===== src/rivm_pkg.sv =====
/*
 * Package for the reset and interrupt vector map: word addresses, table
 * offsets and the boot-section start.
 * Assumes a word-addressed program memory with a 12-bit fetch address.
 */
package rivm_pkg;

    // ****************************************************************
    // Widths and counts
    // ****************************************************************
    localparam int ADDR_W    = 12;
    localparam int NUM_IRQ   = 25;
    localparam int IRQ_IDX_W = 5;

    // ****************************************************************
    // Addresses
    // ****************************************************************
    localparam logic [ADDR_W-1:0] RESET_ADDR        = 12'h000;
    localparam logic [ADDR_W-1:0] TABLE_FIRST_OFS   = 12'h001;
    localparam logic [ADDR_W-1:0] BOOT_RESET_ADDR_D = 12'hc00;

    // ****************************************************************
    // Source indices, lowest index has the highest priority
    // ****************************************************************
    localparam int IDX_EXT_REQ_ZERO        = 0;
    localparam int IDX_EXT_REQ_ONE         = 1;
    localparam int IDX_PIN_CHANGE_ZERO     = 2;
    localparam int IDX_PIN_CHANGE_ONE      = 3;
    localparam int IDX_PIN_CHANGE_TWO      = 4;
    localparam int IDX_WATCHDOG_TIMEOUT    = 5;
    localparam int IDX_SECOND_TMR_MATCH_A  = 6;
    localparam int IDX_SECOND_TMR_MATCH_B  = 7;
    localparam int IDX_SECOND_TMR_OVF      = 8;
    localparam int IDX_WIDE_TMR_CAPTURE    = 9;
    localparam int IDX_WIDE_TMR_MATCH_A    = 10;
    localparam int IDX_WIDE_TMR_MATCH_B    = 11;
    localparam int IDX_WIDE_TMR_OVF        = 12;
    localparam int IDX_FIRST_TMR_MATCH_A   = 13;
    localparam int IDX_FIRST_TMR_MATCH_B   = 14;
    localparam int IDX_FIRST_TMR_OVF       = 15;
    localparam int IDX_SPI_XFER_COMPLETE   = 16;
    localparam int IDX_SERIAL_RX_COMPLETE  = 17;
    localparam int IDX_SERIAL_TX_BUF_EMPTY = 18;
    localparam int IDX_SERIAL_TX_COMPLETE  = 19;
    localparam int IDX_ADC_COMPLETE        = 20;
    localparam int IDX_EEPROM_READY        = 21;
    localparam int IDX_ANALOG_COMPARATOR   = 22;
    localparam int IDX_TWO_WIRE_SERIAL     = 23;
    localparam int IDX_STORE_PROGRAM_READY = 24;

    // ****************************************************************
    // Table offsets, one per source
    // ****************************************************************
    localparam logic [ADDR_W-1:0] OFS_EXT_REQ_ZERO        = 12'h001;
    localparam logic [ADDR_W-1:0] OFS_EXT_REQ_ONE         = 12'h002;
    localparam logic [ADDR_W-1:0] OFS_PIN_CHANGE_ZERO     = 12'h003;
    localparam logic [ADDR_W-1:0] OFS_PIN_CHANGE_ONE      = 12'h004;
    localparam logic [ADDR_W-1:0] OFS_PIN_CHANGE_TWO      = 12'h005;
    localparam logic [ADDR_W-1:0] OFS_WATCHDOG_TIMEOUT    = 12'h006;
    localparam logic [ADDR_W-1:0] OFS_SECOND_TMR_MATCH_A  = 12'h007;
    localparam logic [ADDR_W-1:0] OFS_SECOND_TMR_MATCH_B  = 12'h008;
    localparam logic [ADDR_W-1:0] OFS_SECOND_TMR_OVF      = 12'h009;
    localparam logic [ADDR_W-1:0] OFS_WIDE_TMR_CAPTURE    = 12'h00a;
    localparam logic [ADDR_W-1:0] OFS_WIDE_TMR_MATCH_A    = 12'h00b;
    localparam logic [ADDR_W-1:0] OFS_WIDE_TMR_MATCH_B    = 12'h00c;
    localparam logic [ADDR_W-1:0] OFS_WIDE_TMR_OVF        = 12'h00d;
    localparam logic [ADDR_W-1:0] OFS_FIRST_TMR_MATCH_A   = 12'h00e;
    localparam logic [ADDR_W-1:0] OFS_FIRST_TMR_MATCH_B   = 12'h00f;
    localparam logic [ADDR_W-1:0] OFS_FIRST_TMR_OVF       = 12'h010;
    localparam logic [ADDR_W-1:0] OFS_SPI_XFER_COMPLETE   = 12'h011;
    localparam logic [ADDR_W-1:0] OFS_SERIAL_RX_COMPLETE  = 12'h012;
    localparam logic [ADDR_W-1:0] OFS_SERIAL_TX_BUF_EMPTY = 12'h013;
    localparam logic [ADDR_W-1:0] OFS_SERIAL_TX_COMPLETE  = 12'h014;
    localparam logic [ADDR_W-1:0] OFS_ADC_COMPLETE        = 12'h015;
    localparam logic [ADDR_W-1:0] OFS_EEPROM_READY        = 12'h016;
    localparam logic [ADDR_W-1:0] OFS_ANALOG_COMPARATOR   = 12'h017;
    localparam logic [ADDR_W-1:0] OFS_TWO_WIRE_SERIAL     = 12'h018;
    localparam logic [ADDR_W-1:0] OFS_STORE_PROGRAM_READY = 12'h019;

    // Fuse encoding: zero means programmed.
    localparam logic FUSE_PROGRAMMED = 1'b0;

endpackage


===== src/rivm_vector_map.sv =====
/*
 * Reset and interrupt vector map: registered fetch address for reset and
 * for the highest-priority enabled pending request.
 * Assumes request lines and enables are synchronous to i_sys_clk and that
 * the CPU pulses i_irq_ack when it takes the offered vector.
 * Assumes the CPU drops the request line of a source it has serviced, and
 * that the fuse and the select bit change only while no offer stands.
 */
`timescale 1ns/1ps
module rivm_vector_map
    import rivm_pkg::*;
#(
    parameter logic [ADDR_W-1:0] BOOT_RESET_ADDR = BOOT_RESET_ADDR_D
) (
    input  wire logic                 i_sys_clk,
    input  wire logic                 i_arst_n,
    input  wire logic                 i_boot_reset_fuse,
    input  wire logic                 i_vector_select_bit,
    input  wire logic                 i_global_irq_enable,
    input  wire logic [NUM_IRQ-1:0]   i_irq_request,
    input  wire logic [NUM_IRQ-1:0]   i_irq_enable,
    input  wire logic                 i_irq_ack,
    output logic                      o_reset_vector_valid,
    output logic                      o_irq_valid,
    output logic [IRQ_IDX_W-1:0]      o_irq_index,
    output logic [ADDR_W-1:0]         o_fetch_addr
);

    // ****************************************************************
    // Reset release
    // ****************************************************************
    logic rst_meta_reg;
    logic rst_sync_reg;

    always_ff @(posedge i_sys_clk or negedge i_arst_n) begin
        if (!i_arst_n) begin
            rst_meta_reg <= 1'b0;
            rst_sync_reg <= 1'b0;
        end else begin
            rst_meta_reg <= 1'b1;
            rst_sync_reg <= rst_meta_reg;
        end
    end

    wire logic rst_n = rst_sync_reg;

    // ****************************************************************
    // Priority selection
    // ****************************************************************
    logic [NUM_IRQ-1:0] pending;
    logic [NUM_IRQ-1:0] lower_pending;
    logic [NUM_IRQ-1:0] winner;

    assign pending = i_irq_request & i_irq_enable & {NUM_IRQ{i_global_irq_enable}};

    // Each source wins only if no lower-numbered source is pending.
    genvar g;
    generate
        for (g = 0; g < NUM_IRQ; g++) begin : g_prio
            if (g == 0) begin : g_first
                assign lower_pending[g] = 1'b0;
            end else begin : g_rest
                assign lower_pending[g] = lower_pending[g-1] | pending[g-1];
            end
            assign winner[g] = pending[g] & ~lower_pending[g];
        end
    endgenerate

    logic [IRQ_IDX_W-1:0] win_idx;

    always_comb begin
        win_idx = '0;
        for (int k = NUM_IRQ - 1; k >= 0; k--) begin
            if (winner[k]) begin
                win_idx = IRQ_IDX_W'(k);
            end
        end
    end

    wire logic any_pending = |pending;

    // ****************************************************************
    // Vector table
    // ****************************************************************
    // One table offset per source, in source order.
    localparam logic [ADDR_W-1:0] SRC_OFS [NUM_IRQ] = '{
        OFS_EXT_REQ_ZERO,
        OFS_EXT_REQ_ONE,
        OFS_PIN_CHANGE_ZERO,
        OFS_PIN_CHANGE_ONE,
        OFS_PIN_CHANGE_TWO,
        OFS_WATCHDOG_TIMEOUT,
        OFS_SECOND_TMR_MATCH_A,
        OFS_SECOND_TMR_MATCH_B,
        OFS_SECOND_TMR_OVF,
        OFS_WIDE_TMR_CAPTURE,
        OFS_WIDE_TMR_MATCH_A,
        OFS_WIDE_TMR_MATCH_B,
        OFS_WIDE_TMR_OVF,
        OFS_FIRST_TMR_MATCH_A,
        OFS_FIRST_TMR_MATCH_B,
        OFS_FIRST_TMR_OVF,
        OFS_SPI_XFER_COMPLETE,
        OFS_SERIAL_RX_COMPLETE,
        OFS_SERIAL_TX_BUF_EMPTY,
        OFS_SERIAL_TX_COMPLETE,
        OFS_ADC_COMPLETE,
        OFS_EEPROM_READY,
        OFS_ANALOG_COMPARATOR,
        OFS_TWO_WIRE_SERIAL,
        OFS_STORE_PROGRAM_READY
    };

    // Each offset, masked by its source's win flag, is merged into one word.
    // Only one win flag is set at a time, so the merge is a plain OR chain.
    logic [ADDR_W-1:0] masked_ofs [NUM_IRQ];
    logic [ADDR_W-1:0] merged_ofs [NUM_IRQ];

    generate
        for (g = 0; g < NUM_IRQ; g++) begin : g_ofs
            assign masked_ofs[g] = winner[g] ? SRC_OFS[g] : '0;
            if (g == 0) begin : g_first
                assign merged_ofs[g] = masked_ofs[g];
            end else begin : g_rest
                assign merged_ofs[g] = merged_ofs[g-1] | masked_ofs[g];
            end
        end
    endgenerate

    wire logic [ADDR_W-1:0] table_ofs = merged_ofs[NUM_IRQ-1];

    // ****************************************************************
    // Address formation
    // ****************************************************************

    // The select bit moves only the interrupt table, never the reset vector.
    wire logic [ADDR_W-1:0] table_base =
        i_vector_select_bit ? BOOT_RESET_ADDR : RESET_ADDR;

    wire logic [ADDR_W-1:0] irq_addr = table_base + table_ofs;

    wire logic [ADDR_W-1:0] reset_addr =
        (i_boot_reset_fuse == FUSE_PROGRAMMED) ? BOOT_RESET_ADDR : RESET_ADDR;

    // ****************************************************************
    // Output registers
    // ****************************************************************
    logic                 reset_pend_reg;
    logic                 irq_valid_reg;
    logic [IRQ_IDX_W-1:0] irq_index_reg;
    logic [ADDR_W-1:0]    fetch_addr_reg;
    logic [ADDR_W-1:0]    fetch_addr_next;

    // Reset vector is offered once after release, ahead of any request.
    always_ff @(posedge i_sys_clk or negedge rst_n) begin
        if (!rst_n) begin
            reset_pend_reg <= 1'b1;
        end else if (i_irq_ack) begin
            reset_pend_reg <= 1'b0;
        end
    end

    // An ack closes the current offer; the next one is formed a cycle later,
    // which gives the CPU time to drop the line it has just serviced.
    wire logic hold_reset = reset_pend_reg & ~i_irq_ack;
    wire logic offer_irq  = ~reset_pend_reg & any_pending & ~i_irq_ack;

    always_ff @(posedge i_sys_clk or negedge rst_n) begin
        if (!rst_n) begin
            irq_valid_reg <= 1'b0;
        end else begin
            irq_valid_reg <= offer_irq;
        end
    end

    always_ff @(posedge i_sys_clk or negedge rst_n) begin
        if (!rst_n) begin
            irq_index_reg <= '0;
        end else if (!hold_reset) begin
            irq_index_reg <= win_idx;
        end
    end

    // Reset address while the reset vector waits, new vector on an offer.
    always_comb begin
        if (hold_reset) begin
            fetch_addr_next = reset_addr;
        end else if (offer_irq) begin
            fetch_addr_next = irq_addr;
        end else begin
            fetch_addr_next = fetch_addr_reg;
        end
    end

    always_ff @(posedge i_sys_clk or negedge rst_n) begin
        if (!rst_n) begin
            fetch_addr_reg <= RESET_ADDR;
        end else begin
            fetch_addr_reg <= fetch_addr_next;
        end
    end

    // ****************************************************************
    // Outputs
    // ****************************************************************
    assign o_reset_vector_valid = reset_pend_reg & rst_n;
    assign o_irq_valid          = irq_valid_reg;
    assign o_irq_index          = irq_index_reg;
    assign o_fetch_addr         = fetch_addr_reg;

endmodule


===== config.mk =====
export PLATFORM = sky130hd
export DESIGN_NAME = rivm_vector_map
export DESIGN_NICKNAME = d
export VERILOG_FILES = /design/src/rivm_pkg.sv /design/src/rivm_vector_map.sv
export SDC_FILE = /design/constraint.sdc
export NUM_CORES = 1
export LEC_CHECK = 0
export BUFFER_PORTS_ARGS = -buffer_cell sky130_fd_sc_hd__buf_4
export CELL_PAD_IN_SITES_DETAIL_PLACEMENT = 0
export CELL_PAD_IN_SITES_GLOBAL_PLACEMENT = 1
export CORE_MARGIN = 2
export CORE_UTILIZATION = 34
export DETAILED_ROUTE_END_ITERATION = 10
export MAX_ROUTING_LAYER = met4
export PLACE_DENSITY = 0.92
export RECOVER_POWER = 100
export SYNTH_ARGS = -nofsm -noshare
export SYNTH_HDL_FRONTEND = slang
export SYNTH_SLANG_ARGS = --single-unit

===== constraint.sdc =====
create_clock -name i_sys_clk -period 2.4 [get_ports i_sys_clk]
set_input_delay 0.12 -clock i_sys_clk [delete_from_list [all_inputs] [get_ports i_sys_clk]]
set_output_delay 0.12 -clock i_sys_clk [all_outputs]
set_load 0.01 [all_outputs]

Word level (Yosys, flattened, before mapping)
Index checks and enable logic that the tools add are counted.
{ "op_classes": {"n_addsub": 1, "n_mux": 54, "bitwise": 103, "n_reduce_logical": 2} }
{ "ops": {"columns": ["cell", "n"], "rows": [
  ["$mux 5", 35],
  ["$and 25x25->25", 2],
  ["$mux 12", 4],
  ["$or 5x5->5", 9],
  ["$mux 4", 8],
  ["$and 1x1->1", 28],
  ["$or 4x4->4", 7],
  ["$not 1->1", 26],
  ["$reduce_or 25->1", 1],
  ["$or 1x1->1", 23],
  ["$add 12x5->12", 1],
  ["$mux 3", 4],
  ["$or 3x3->3", 3],
  ["$or 4x5->5", 1],
  ["$mux 2", 2],
  ["$or 3x4->4", 1],
  ["$or 2x3->3", 1],
  ["$or 1x2->2", 1],
  ["$or 2x2->2", 1],
  ["$reduce_bool 2->1", 1],
  ["$mux 1", 1]
]} }
{ "word_totals": {"reg_bits": 21, "in_bits": 56, "output_inout_bits": 19, "wordCells": 166} }

Longest topological paths before layout
Gate-level depths: netlist of the first run.
{ "depth": {"word_depth": 52, "depth_mapped": 8, "mapped_depth_nobuf": 6} }

Worst setup path before layout of the first run
OpenSTA, ideal clock, no wires.
{ "synth_timing": {"kind": "input to register", "start": "input i_irq_request[13]", "end": "register fetch_addr_reg[0] (netlist: o_fetch_addr[0])", "setup_time_ns": 0.128, "arrival_time_ns": 1.516, "required_time_ns": 2.272, "slack_ns": 0.755, "cell_stages": 6, "path_buffers": 0, "cell_sequence": "a22o_4 o41ai_4 nand3_4 o31ai_4 a21boi_1 a31oi_1"} }
{ "synth_between": {"elab_chain_cells": 20, "elab_cells_between_ends": 49, "cone_classes": "add/sub (1); mux (8); bitwise (38); reduce/logical (2)"} }
{ "synth_rtl": {"columns": ["element", "line_no", "source"], "rows": [
  ["from (decl)", "rivm_vector_map.sv:20", "input wire logic [NUM_IRQ-1:0] i_irq_request,"],
  ["$and 25x25->25 (*) (2 in series)", "rivm_vector_map.sv:54", "assign pending = i_irq_request & i_irq_enable & {NUM_IRQ{i_global_irq_enable}};"],
  ["$or 1x1->1", "rivm_vector_map.sv:63", "assign lower_pending[g] = lower_pending[g-1] | pending[g-1];"],
  ["$not 1->1 or $or 1x1->1 (tied branches)", "rivm_vector_map.sv:65, rivm_vector_map.sv:63", null],
  ["$and 1x1->1 or $or 1x1->1 (tied branches)", "rivm_vector_map.sv:65, rivm_vector_map.sv:63", null],
  ["$mux 4, or another cell as far along", "rivm_vector_map.sv:121", "assign masked_ofs[g] = winner[g] ? SRC_OFS[g] : '0;"],
  ["$or 4x4->4, or another cell as far along", "rivm_vector_map.sv:125", "assign merged_ofs[g] = merged_ofs[g-1] | masked_ofs[g];"],
  ["$or 4x5->5, or another cell as far along", "rivm_vector_map.sv:125", null],
  ["$or 5x5->5, or another cell as far along (6 in series)", "rivm_vector_map.sv:125", null],
  ["$or 5x5->5 or $and 1x1->1 (tied branches)", "rivm_vector_map.sv:125, rivm_vector_map.sv:65", null],
  ["$or 5x5->5 or $mux 5 (tied branches)", "rivm_vector_map.sv:125, rivm_vector_map.sv:121", null],
  ["$or 5x5->5", "rivm_vector_map.sv:125", null],
  ["$add 12x5->12", "rivm_vector_map.sv:140", "wire logic [ADDR_W-1:0] irq_addr = table_base + table_ofs;"],
  ["$mux 12", "rivm_vector_map.sv:188", "end else if (offer_irq) begin"],
  ["$mux 12", "rivm_vector_map.sv:186", "if (hold_reset) begin"],
  ["to (signal assigned)", "rivm_vector_map.sv:199", "fetch_addr_reg <= fetch_addr_next;"],
  ["to (decl)", "rivm_vector_map.sv:151", "logic [ADDR_W-1:0] fetch_addr_reg;"]
]} }
Mark *: on every way between the ends. The rest lies on a longest branch, timed or not. The select of a mux whose other input is x is not followed.
A chain may end at the register's enable or synchronous reset.

Final worst setup path of the first run
Same ends and word-level chain as after synthesis.

==> results of run 1 <==
[cell usage after synthesis, types with 3 or more instances]
cell type / n / area (sq um)
and3_1: 5 / 31.3
nand3_1: 12 / 60.1
a211oi_1: 4 / 30.0
a31oi_1: 7 / 43.8
nor2b_1: 3 / 18.8
buf_4: 6 / 45.0
buf_2: 4 / 20.0
nor2_1: 7 / 26.3
nand2_1: 28 / 105
and2_1: 3 / 18.8
a22o_1: 6 / 52.6
o21ai_1: 4 / 20.0
nand4_1: 6 / 37.5
a21oi_1: 17 / 85.1
a22oi_1: 5 / 37.5
dfrtp_1: 14 / 350
o21ai_0: 9 / 45.0
[worst paths after layout]
path | to | slack (ns) | cells past startpoint
hold / removal | o_fetch_addr[10] | 0.12 | 3
max in group asynchronous | reset_pend_reg | 1.81 | 0
setup / recovery | o_fetch_addr[0] | 0.40 | 7
min in group asynchronous | rst_meta_reg | 0.20 | 2
setup reg to reg | o_irq_index[0] | 0.94 | 6
hold reg to reg | o_fetch_addr[2] | 0.22 | 0
[cells by family after synthesis]
group	after synthesis
compound gates	76
simple gates	76
flops	15
buf+inv	14
other cells	2
mux	1
[worst min-delay path: cells and delay by family]
kind,cells,cell delay [ns]
buffers and inverters,1,0.10
AOI/OAI and AO/OA,2,0.11
[layer usage]
metal | vias up | track usage [%] | part of all wire, %
li1 | 835 | - | -
met1 | 762 | 23.5 | 45
met2 | 51 | 30.0 | 49
met3 | 0 | 3.25 | 6.2
met4 | 0 | 1.47 | 0
met5 | - | - | 0
[where the power goes]
part | total [mW] | internal [mW] | leakage, nW | switching, mW
registers | 0.302 | 0.281 | 0.184 | 0.0208
logic | 0.308 | 0.145 | 0.668 | 0.163
clock network | 0.200 | 0.117 | 0.0228 | 0.0828
[cell type report]
class	count	area, sq um	area share (%)
inverter	2	7.51	0.384
multi-input combinational	159	967	49.5
sequential	15	377	19.3
clock buffer	4	45.0	2.31
tap	50	62.6	3.20
timing repair buffer	73	494	25.3
[metrics by stage]
stage | power [mW] | hold slack [ns] | cell area [sq um]
floorplan | 0.486 | -0.176 | 1450
global placement | 0.638 | -0.0979 | 1980
detailed placement | 0.643 | -0.0967 | 1980
CTS | 0.847 | 0.129 | 2040
global route | 0.871 | 0.163 | 1950
finish | 0.810 | 0.124 | 1950
[timing repair]
action | CTS | global route
endpoints found under the setup margin | 0 | 0
endpoints found under the hold margin | 2 | 0
hold buffers | 1 | 0
[cell usage in the layout, fill, tap and decap left out, types with 2 or more instances in the layout]
cell      instances
and3_1            5
a22o_4            2
a22o_1            6
nor3_1            3
o21a_1            2
a31oi_1           7
a211oi_1          4
o31ai_1           2
clkbuf_1         16
conb_1            6
a21bo_2           2
nor2b_1           3
o21ai_1           3
o22ai_1           2
a21boi_1          2
nand2_1          28
o21ai_0          10
a21boi_0          2
clkbuf_8          3
buf_4            57
a21oi_1          17
a22oi_1           5
nand4_1           6
nand3_1          12
and2_1            3
nand2b_1          2
dfrtp_1          14
nor2_1            7
==> impl_metrics.ini, run 1 <==
[status]
status = complete, no violations

[global_route]
grt_start_max_net_pins = 27
grt_antenna_before_repair = 0
grt_pass1_vias = 1426
grt_pass1_wl_microns = 6330
track_usage_pct = 17.9
grt_overflow = 0

[cts]
cts_setup_buffers = 0
clkSlewWorstSetupHoldPaths_ns = 0.06
cts_tree = built
root_buffer = clkbuf_8
cts_made_buffers = 3
cts_buffer_depth = 2
cts_sinks = 15
h-tree-depth = 1
cts-resized-gates = 0
clock_latency_ns = 0.24

[worst_hold_path]
hp-class = input pin to flip-flop
min-delay-start = i_irq_ack

[worst_setup_path]
crit_family = compound AO/OA/AOI/OAI gates
crit_fanout = 8
critical_path.slowest_cell = o41ai_1
critPathBufInv = 1
r2r-start = reset_pend_reg
worstSetupPathType = input pin to flip-flop
crit_path_end_kind = flip-flop
arrival_ns = 2.12
crit_start = i_irq_request[13]
crit_chain = buf_4 > a22o_4 > o41ai_1 > nand3_4 > o31ai_4 > a21boi_1 > a31oi_1
critPathRequiredTime_ns = 2.52
cp-start-kind = input pin
crit_path_max_incr_delay_ns = 0.73

[floorplan]
die_area_sq_um = 4760
rows = 23
start_util_pct = 35.7
core_area_sq_um = 4030
die_h_microns = 69.0
pin_count = 75
die-width_microns = 69.0

[cells_and_area]
fin_util_pct = 48.5
finalNonFillerCells = 303
area_growth_pct = 36.0
final_nets = 310
n_fill_cell = 449
largest_reg_flops = 6
drive_gt1_share_pct = 27.7
diodes = 0

[synth]
yosysUniqueCellTypes = 49
ys_seq_area_share_pct = 26.2
yosysWarnings = 0
synth_fa_ha_area_share_pct = 0
avgSynthCellArea_sq_um = 7.81
synth_top_family_by_area = compound AO/OA/AOI/OAI gates
synth.area.mux_share_pct = 0.697
yosys.area_share.simple_pct = 27.9
synthCells = 184
synth_flop_cell = dfrtp_1
synth_compound_area_share_pct = 39.1
synth_xor_area_share_pct = 0
synthArstFlopShare_pct = 100
ys_ff_latch = 15
synth_edf_count = 0
netlist_area_sq_um = 1440

[pwr]
p_leak_nw = 0.875
cellPowerDensity_nw_per_um2 = 415
irDropWorstVdd_mv = 0.213

[timing]
fin_setup_tns_ns = 0
maxSlewViolCount = 0
final_hold_viol_count = 0
finalCritPeriodShare_pct = 83.4
finalCriticalPeriod_ns = 2.00
max_freq_mhz = 500
fin_skew_ns = 0.00255
final-setup-viol-count = 0
tightest_slew_ns = 0.761
rsz0062_at_grt = false
setup_ws_ns = 0.398
max_slew_margin_pct = 48.6

[flow_run]
timing.max_cap.violations = 0

[placed_design]
io_buffers = 69
place_inst = 298
dp_hpwl_microns = 3470
place.gp.congestion = 0.833
dpl_worst_slack_ns = 0.472

[routing]
drc = 0
dr.pass1.iters = 4
wl_microns = 4180
wl_per_cell_microns = 13.8
ant_nets = 0
vias_per_cell = 5.44
drt-initial-drc-count = 71
num_vias = 1648
No activity file was read; power rests on OpenSTA's default activity.
==> inputs of run 2 (changes only) <==
--- a/config.mk
+++ b/config.mk
@@ -9,10 +9,10 @@
 export CELL_PAD_IN_SITES_DETAIL_PLACEMENT = 0
 export CELL_PAD_IN_SITES_GLOBAL_PLACEMENT = 1
 export CORE_MARGIN = 2
-export CORE_UTILIZATION = 34
+export CORE_UTILIZATION = 28
 export DETAILED_ROUTE_END_ITERATION = 10
 export MAX_ROUTING_LAYER = met4
-export PLACE_DENSITY = 0.92
+export PLACE_DENSITY = 0.82
 export RECOVER_POWER = 100
 export SYNTH_ARGS = -nofsm -noshare
 export SYNTH_HDL_FRONTEND = slang
==> constraint.sdc (replaced) <==
create_clock -name i_sys_clk -period 1.75 [get_ports i_sys_clk]
set_input_delay 0.0875 -clock i_sys_clk [delete_from_list [all_inputs] [get_ports i_sys_clk]]
set_output_delay 0.0875 -clock i_sys_clk [all_outputs]
set_load 0.01 [all_outputs]
==> run 2 against run 1 <==
Compared with the run above:
- register-to-register slack got worse by 0.54 ns
- sequential share of layout area decreased by 1.9 points
- die area increased by 20%
- combinational power increased by 58%
- clock power increased by 40%
- clock skew decreased by 0.00093 ns
- cell area increased by 11%
- count of clock-buffer cells in the layout unchanged
- sequential power increased by 34%
- global-route usage decreased by 1.1 points
- critical path type unchanged
- largest power group unchanged
==> impl_metrics.ini, run 2 (synthesized netlist as in run 1, its figures left out) <==
[pwr]
p_leak_nw = 0.993
cellPowerDensity_nw_per_um2 = 540
p_total_mw = 1.17
sw_frac_of_total_pct = 32.9
irDropWorstVdd_mv = 0.346
p_int_mw = 0.786
power_switching_mw = 0.386
clockPowerShare_pct = 23.9
seqPwrFrac_pct = 34.7
combPwrFrac_pct = 41.4

[timing]
fin_setup_tns_ns = 0
finalCritPeriodShare_pct = 92.7
max_freq_mhz = 617
final-setup-viol-count = 0
fin_skew_ns = 0.00162
rsz0062_at_grt = false
maxSlewViolCount = 0
final_hold_viol_count = 0
finalCriticalPeriod_ns = 1.62

[routing]
dr.pass1.iters = 4
vias_per_cell = 5.01
wl_microns = 4580
wl_per_cell_microns = 13.2
drt-initial-drc-count = 81
ant_nets = 0
num_vias = 1738
drc = 0

[worst_hold_path]
hp-class = input pin to flip-flop

[worst_setup_path]
critical_path.slowest_cell = o41ai_4
cp-endpoint = o_fetch_addr[4]
rrSetupSlack_ns = 0.40
reg2reg_depth = 6
cp-start-kind = input pin
worstSetupPathType = input pin to flip-flop
crit_start = i_irq_request[13]
crit_fanout = 5
worstReg2RegEnd = o_irq_index[0]
crit_path_max_incr_delay_ns = 0.46
r2r-start = reset_pend_reg
crit_chain = buf_4 > a22o_4 > o41ai_4 > nand3_4 > o31ai_4 > clkbuf_1 > nand3_1 > o21ai_1
critPathRequiredTime_ns = 1.92
crit_path_end_kind = flip-flop
arrival_ns = 1.79

[cts]
cts-resized-gates = 0
clkSlewWorstSetupHoldPaths_ns = 0.06
cts_tree = built
cts_sinks = 15
cts_made_buffers = 3
cts_setup_buffers = 0
cts_buffer_depth = 2
root_buffer = clkbuf_8
h-tree-depth = 1
clock_latency_ns = 0.24
cts_hold_buf = 1

[cells_and_area]
drive_gt1_share_pct = 33.2
finalNonFillerCells = 347
most-common-layout-cells = buf_4 (78), nand2_1 (28), clkbuf_1 (19)
largest_reg_flops = 6
diodes = 0
area_growth_pct = 51.0
n_fill_cell = 550
final_nets = 334
final_common_cell = buf_4

[floorplan]
start_util_pct = 28.5
rows = 26
die-width_microns = 75.6
die_h_microns = 75.6
core_area_sq_um = 5040
pin_count = 75
die_area_sq_um = 5720

[placed_design]
place_inst = 342
dp_hpwl_microns = 3930
io_buffers = 69
place.gp.congestion = 0.849

[global_route]
grt_pass1_vias = 1604
grt_overflow = 0
grt_antenna_before_repair = 0
track_usage_pct = 16.8
grt_start_max_net_pins = 18
grt_pass1_wl_microns = 7250

[flow_run]
timing.max_cap.violations = 0

[status]
status = complete, no violations
-- run 2: worst min-delay path by stage --
stage / from / slack [ns] / end / depth (start not counted)
floorplan: i_arst_n / -0.21 / rst_meta_reg / 0
global placement: i_arst_n / -0.13 / rst_meta_reg / 1
detailed placement: i_arst_n / -0.13 / rst_meta_reg / 1
CTS: i_irq_ack / 0.11 / o_fetch_addr[10] / 3
global route: i_irq_ack / 0.13 / o_fetch_addr[10] / 3
finish: i_irq_ack / 0.1 / o_fetch_addr[10] / 3
-- run 2: critical path, delay by kind of cell --
kind | cells | cell delay [ns]
compound gates | 4 | 1.14
simple gates | 2 | 0.24
buf+inv | 2 | 0.32
-- run 2: layer usage --
metal	vias up	track usage, %	wire length, microns
met1	802	22.1	2050
li1	885	-	-
met3	0	2.51	270
met2	51	28.8	2260
met4	0	1.17	0
met5	-	-	0
-- run 2: final cells by class --
class / instances / area (sq um) / share of cell area (%)
Timing Repair Buffer: 97 / 663 / 30.6
Tap cell: 70 / 87.6 / 4.04
Sequential cell: 15 / 377 / 17.4
Inverter: 2 / 7.51 / 0.346
Multi-Input combinational cell: 159 / 990 / 45.6
Clock buffer: 4 / 45.0 / 2.08
-- run 2: power groups by stage --
| stage | combinational (mW) | sequential [mW] | clock, mW |
|---|---|---|---|
| after floorplan | 0.234 | 0.433 | 0 |
| after global placement | 0.516 | 0.416 | 0 |
| after detailed placement | 0.524 | 0.414 | 0 |
| after CTS | 0.527 | 0.408 | 0.286 |
| after global routing | 0.540 | 0.412 | 0.302 |
| final | 0.486 | 0.406 | 0.280 |
-- run 2: per-stage QoR --
stage | utilization [%] | area, sq um | hold slack [ns] | setup WS, ns
floorplan | - | 1450 | -0.208 | 0.138
global placement | 43.4 | 2190 | -0.130 | -0.0344
detailed placement | 43.4 | 2190 | -0.127 | -0.0730
CTS | 44.5 | 2240 | 0.108 | 0.179
global route | 43.0 | 2170 | 0.125 | 0.0510
finish | 43.0 | 2170 | 0.0989 | 0.128
==> inputs of run 3 (changes only) <==
--- a/config.mk
+++ b/config.mk
@@ -6,9 +6,8 @@
 export NUM_CORES = 1
 export LEC_CHECK = 0
 export BUFFER_PORTS_ARGS = -buffer_cell sky130_fd_sc_hd__buf_4
-export CELL_PAD_IN_SITES_DETAIL_PLACEMENT = 0
+export CELL_PAD_IN_SITES_DETAIL_PLACEMENT = 1
 export CELL_PAD_IN_SITES_GLOBAL_PLACEMENT = 1
-export CORE_MARGIN = 2
 export CORE_UTILIZATION = 28
 export DETAILED_ROUTE_END_ITERATION = 10
 export MAX_ROUTING_LAYER = met4
==> constraint.sdc (replaced) <==
create_clock -name i_sys_clk -period 1.34 [get_ports i_sys_clk]
set_input_delay 0.067 -clock i_sys_clk [delete_from_list [all_inputs] [get_ports i_sys_clk]]
set_output_delay 0.067 -clock i_sys_clk [all_outputs]
set_load 0.01 [all_outputs]
==> run 3 against run 2 <==
Compared with the run above:
- count of clock-buffer cells in the layout did not move
- via count rose by 20%
- critical endpoint is now o_fetch_addr[0]
- cell area rose by 24%
- combinational power rose by 84%
- largest power group unchanged
- first-iteration DRC count rose by 14%
- setup slack got worse by 0.37 ns
- critical path type unchanged
- highest routed layer is now met4
- total power rose by 55%
- clock power rose by 35%
- routed wire length rose by 58%
- sequential power rose by 34%
- the run now ends with negative setup slack left
==> impl_metrics.ini, run 3 (synthesized netlist as in run 1, its figures left out) <==
[status]
status = complete, but fails checks
violations = negative setup slack

[routing]
dr.pass1.iters = 4
vias_per_cell = 5.45
wl_per_cell_microns = 18.9
drc = 0
wl_microns = 7250
num_vias = 2087
drt-initial-drc-count = 92
ant_nets = 0

[worst_setup_path]
worstReg2RegEnd = o_fetch_addr[1]
crit_path_end_kind = flip-flop
crit_start = i_irq_enable[15]
cp-endpoint = o_fetch_addr[0]
critPathRequiredTime_ns = 1.51
reg2reg_depth = 6
r2r-start = reset_pend_reg
worstSetupPathType = input pin to flip-flop
rrSetupSlack_ns = -0.05
arrival_ns = 1.75
cp-start-kind = input pin
crit_fanout = 3

[cts]
cts_made_buffers = 3
clock_latency_ns = 0.25
cts_sinks = 15
cts_tree = built
h-tree-depth = 1
cts_buffer_depth = 2
root_buffer = clkbuf_8
clkSlewWorstSetupHoldPaths_ns = 0.06

[worst_hold_path]
hp-class = input pin to flip-flop

[flow_run]
timing.max_cap.violations = 0

[cells_and_area]
finalNonFillerCells = 383
final_nets = 373
fin_util_pct = 56.0
largest_reg_flops = 6
drive_gt1_share_pct = 51.9
diodes = 0
area_growth_pct = 87.8
most-common-layout-cells = buf_4 (113), nand2_1 (23), clkbuf_1 (16)
final_common_cell = buf_4

[timing]
final-setup-viol-count = 12
fin_skew_ns = 0.00313
finalCritPeriodShare_pct = 118
final_hold_viol_count = 0
max_freq_mhz = 633
tightest_slew_ns = 0.804
setup_ws_ns = -0.241
maxSlewViolCount = 0
fin_setup_tns_ns = -1.41
max_slew_margin_pct = 46.4
finalCriticalPeriod_ns = 1.58
rsz0062_at_grt = true

[global_route]
grt_pass1_vias = 2232
grt_pass1_wl_microns = 10800
track_usage_pct = 27.0
grt_start_max_net_pins = 14
grt_overflow = 0
grt_antenna_before_repair = 0

[pwr]
irDropWorstVdd_mv = 0.349
cellPowerDensity_nw_per_um2 = 673
p_total_mw = 1.81
p_leak_nw = 1.24

[placed_design]
io_buffers = 69
place_inst = 373
dp_hpwl_microns = 5230
place.gp.congestion = 0.886

[floorplan]
core_area_sq_um = 4820
rows = 25
start_util_pct = 29.8
die-width_microns = 73.6
die_h_microns = 73.6
die_area_sq_um = 5420
pin_count = 75
==> run 3: critical path, stage by stage <==
cell and delay, ns:
buf_6 0.09, a22o_4 0.27, or4b_4 0.54, o21a_1 0.22, o31ai_1 0.26, a21oi_1 0.14, a31oi_4 0.16
==> run 3: worst min-delay path by stage <==
stage | startpoint | to | slack (ns) | cells past startpoint
2_1_floorplan | i_arst_n | rst_meta_reg | -0.23 | 0
3_3_place_gp | i_arst_n | rst_n | -0.15 | 1
3_5_place_dp | i_arst_n | rst_n | -0.15 | 1
4_1_cts | i_irq_ack | o_fetch_addr[10] | 0.09 | 3
5_1_grt | i_irq_ack | o_fetch_addr[10] | 0.11 | 3
6_report | i_irq_ack | o_fetch_addr[10] | 0.09 | 3
==> run 3: area by class of cell <==
type | count | area (sq um)
clock buffer | 4 | 45.0
multi-input combinational | 159 | 1190
timing repair buffer | 136 | 993
sequential | 15 | 377
tap | 67 | 83.8
inverter | 2 | 11.3
fill | 635 | 2120
==> run 3: report_power, final <==
group | switching [mW] | total (mW) | internal [mW]
clock | 0.167 | 0.378 | 0.211
sequential | 0.0403 | 0.544 | 0.503
combinational | 0.452 | 0.892 | 0.440
total | 0.660 | 1.81 | 1.15
==> run 3: stage by stage <==
step           worst slack (ns)  hold WS (ns)  cell area, sq um
4_1_cts                  -0.177        0.0886              2640
3_5_place_dp             -0.575        -0.149              2470
2_1_floorplan            -0.225        -0.229              1490
3_3_place_gp             -0.398        -0.151              2470
6_report                 -0.241        0.0876              2700
5_1_grt                  -0.246         0.109              2700
==> run 3: per-layer routing <==
layer | global-route usage (%) | up-vias | part of all wire, %
li1 | - | 961 | -
met1 | 27.4 | 1015 | 38
met2 | 51.4 | 82 | 53
met3 | 3.57 | 29 | 4.5
met4 | 11.3 | 0 | 4.5
met5 | - | - | 0
==> run 3: timing repair <==
item	in CTS	in global routing
resized for setup	22	21
hold buffers	1	0
pin swaps	11	6
endpoints found under the setup margin	12	12
gates cloned	0	0
buffers inserted	3	2
hold endpoints to repair	2	0
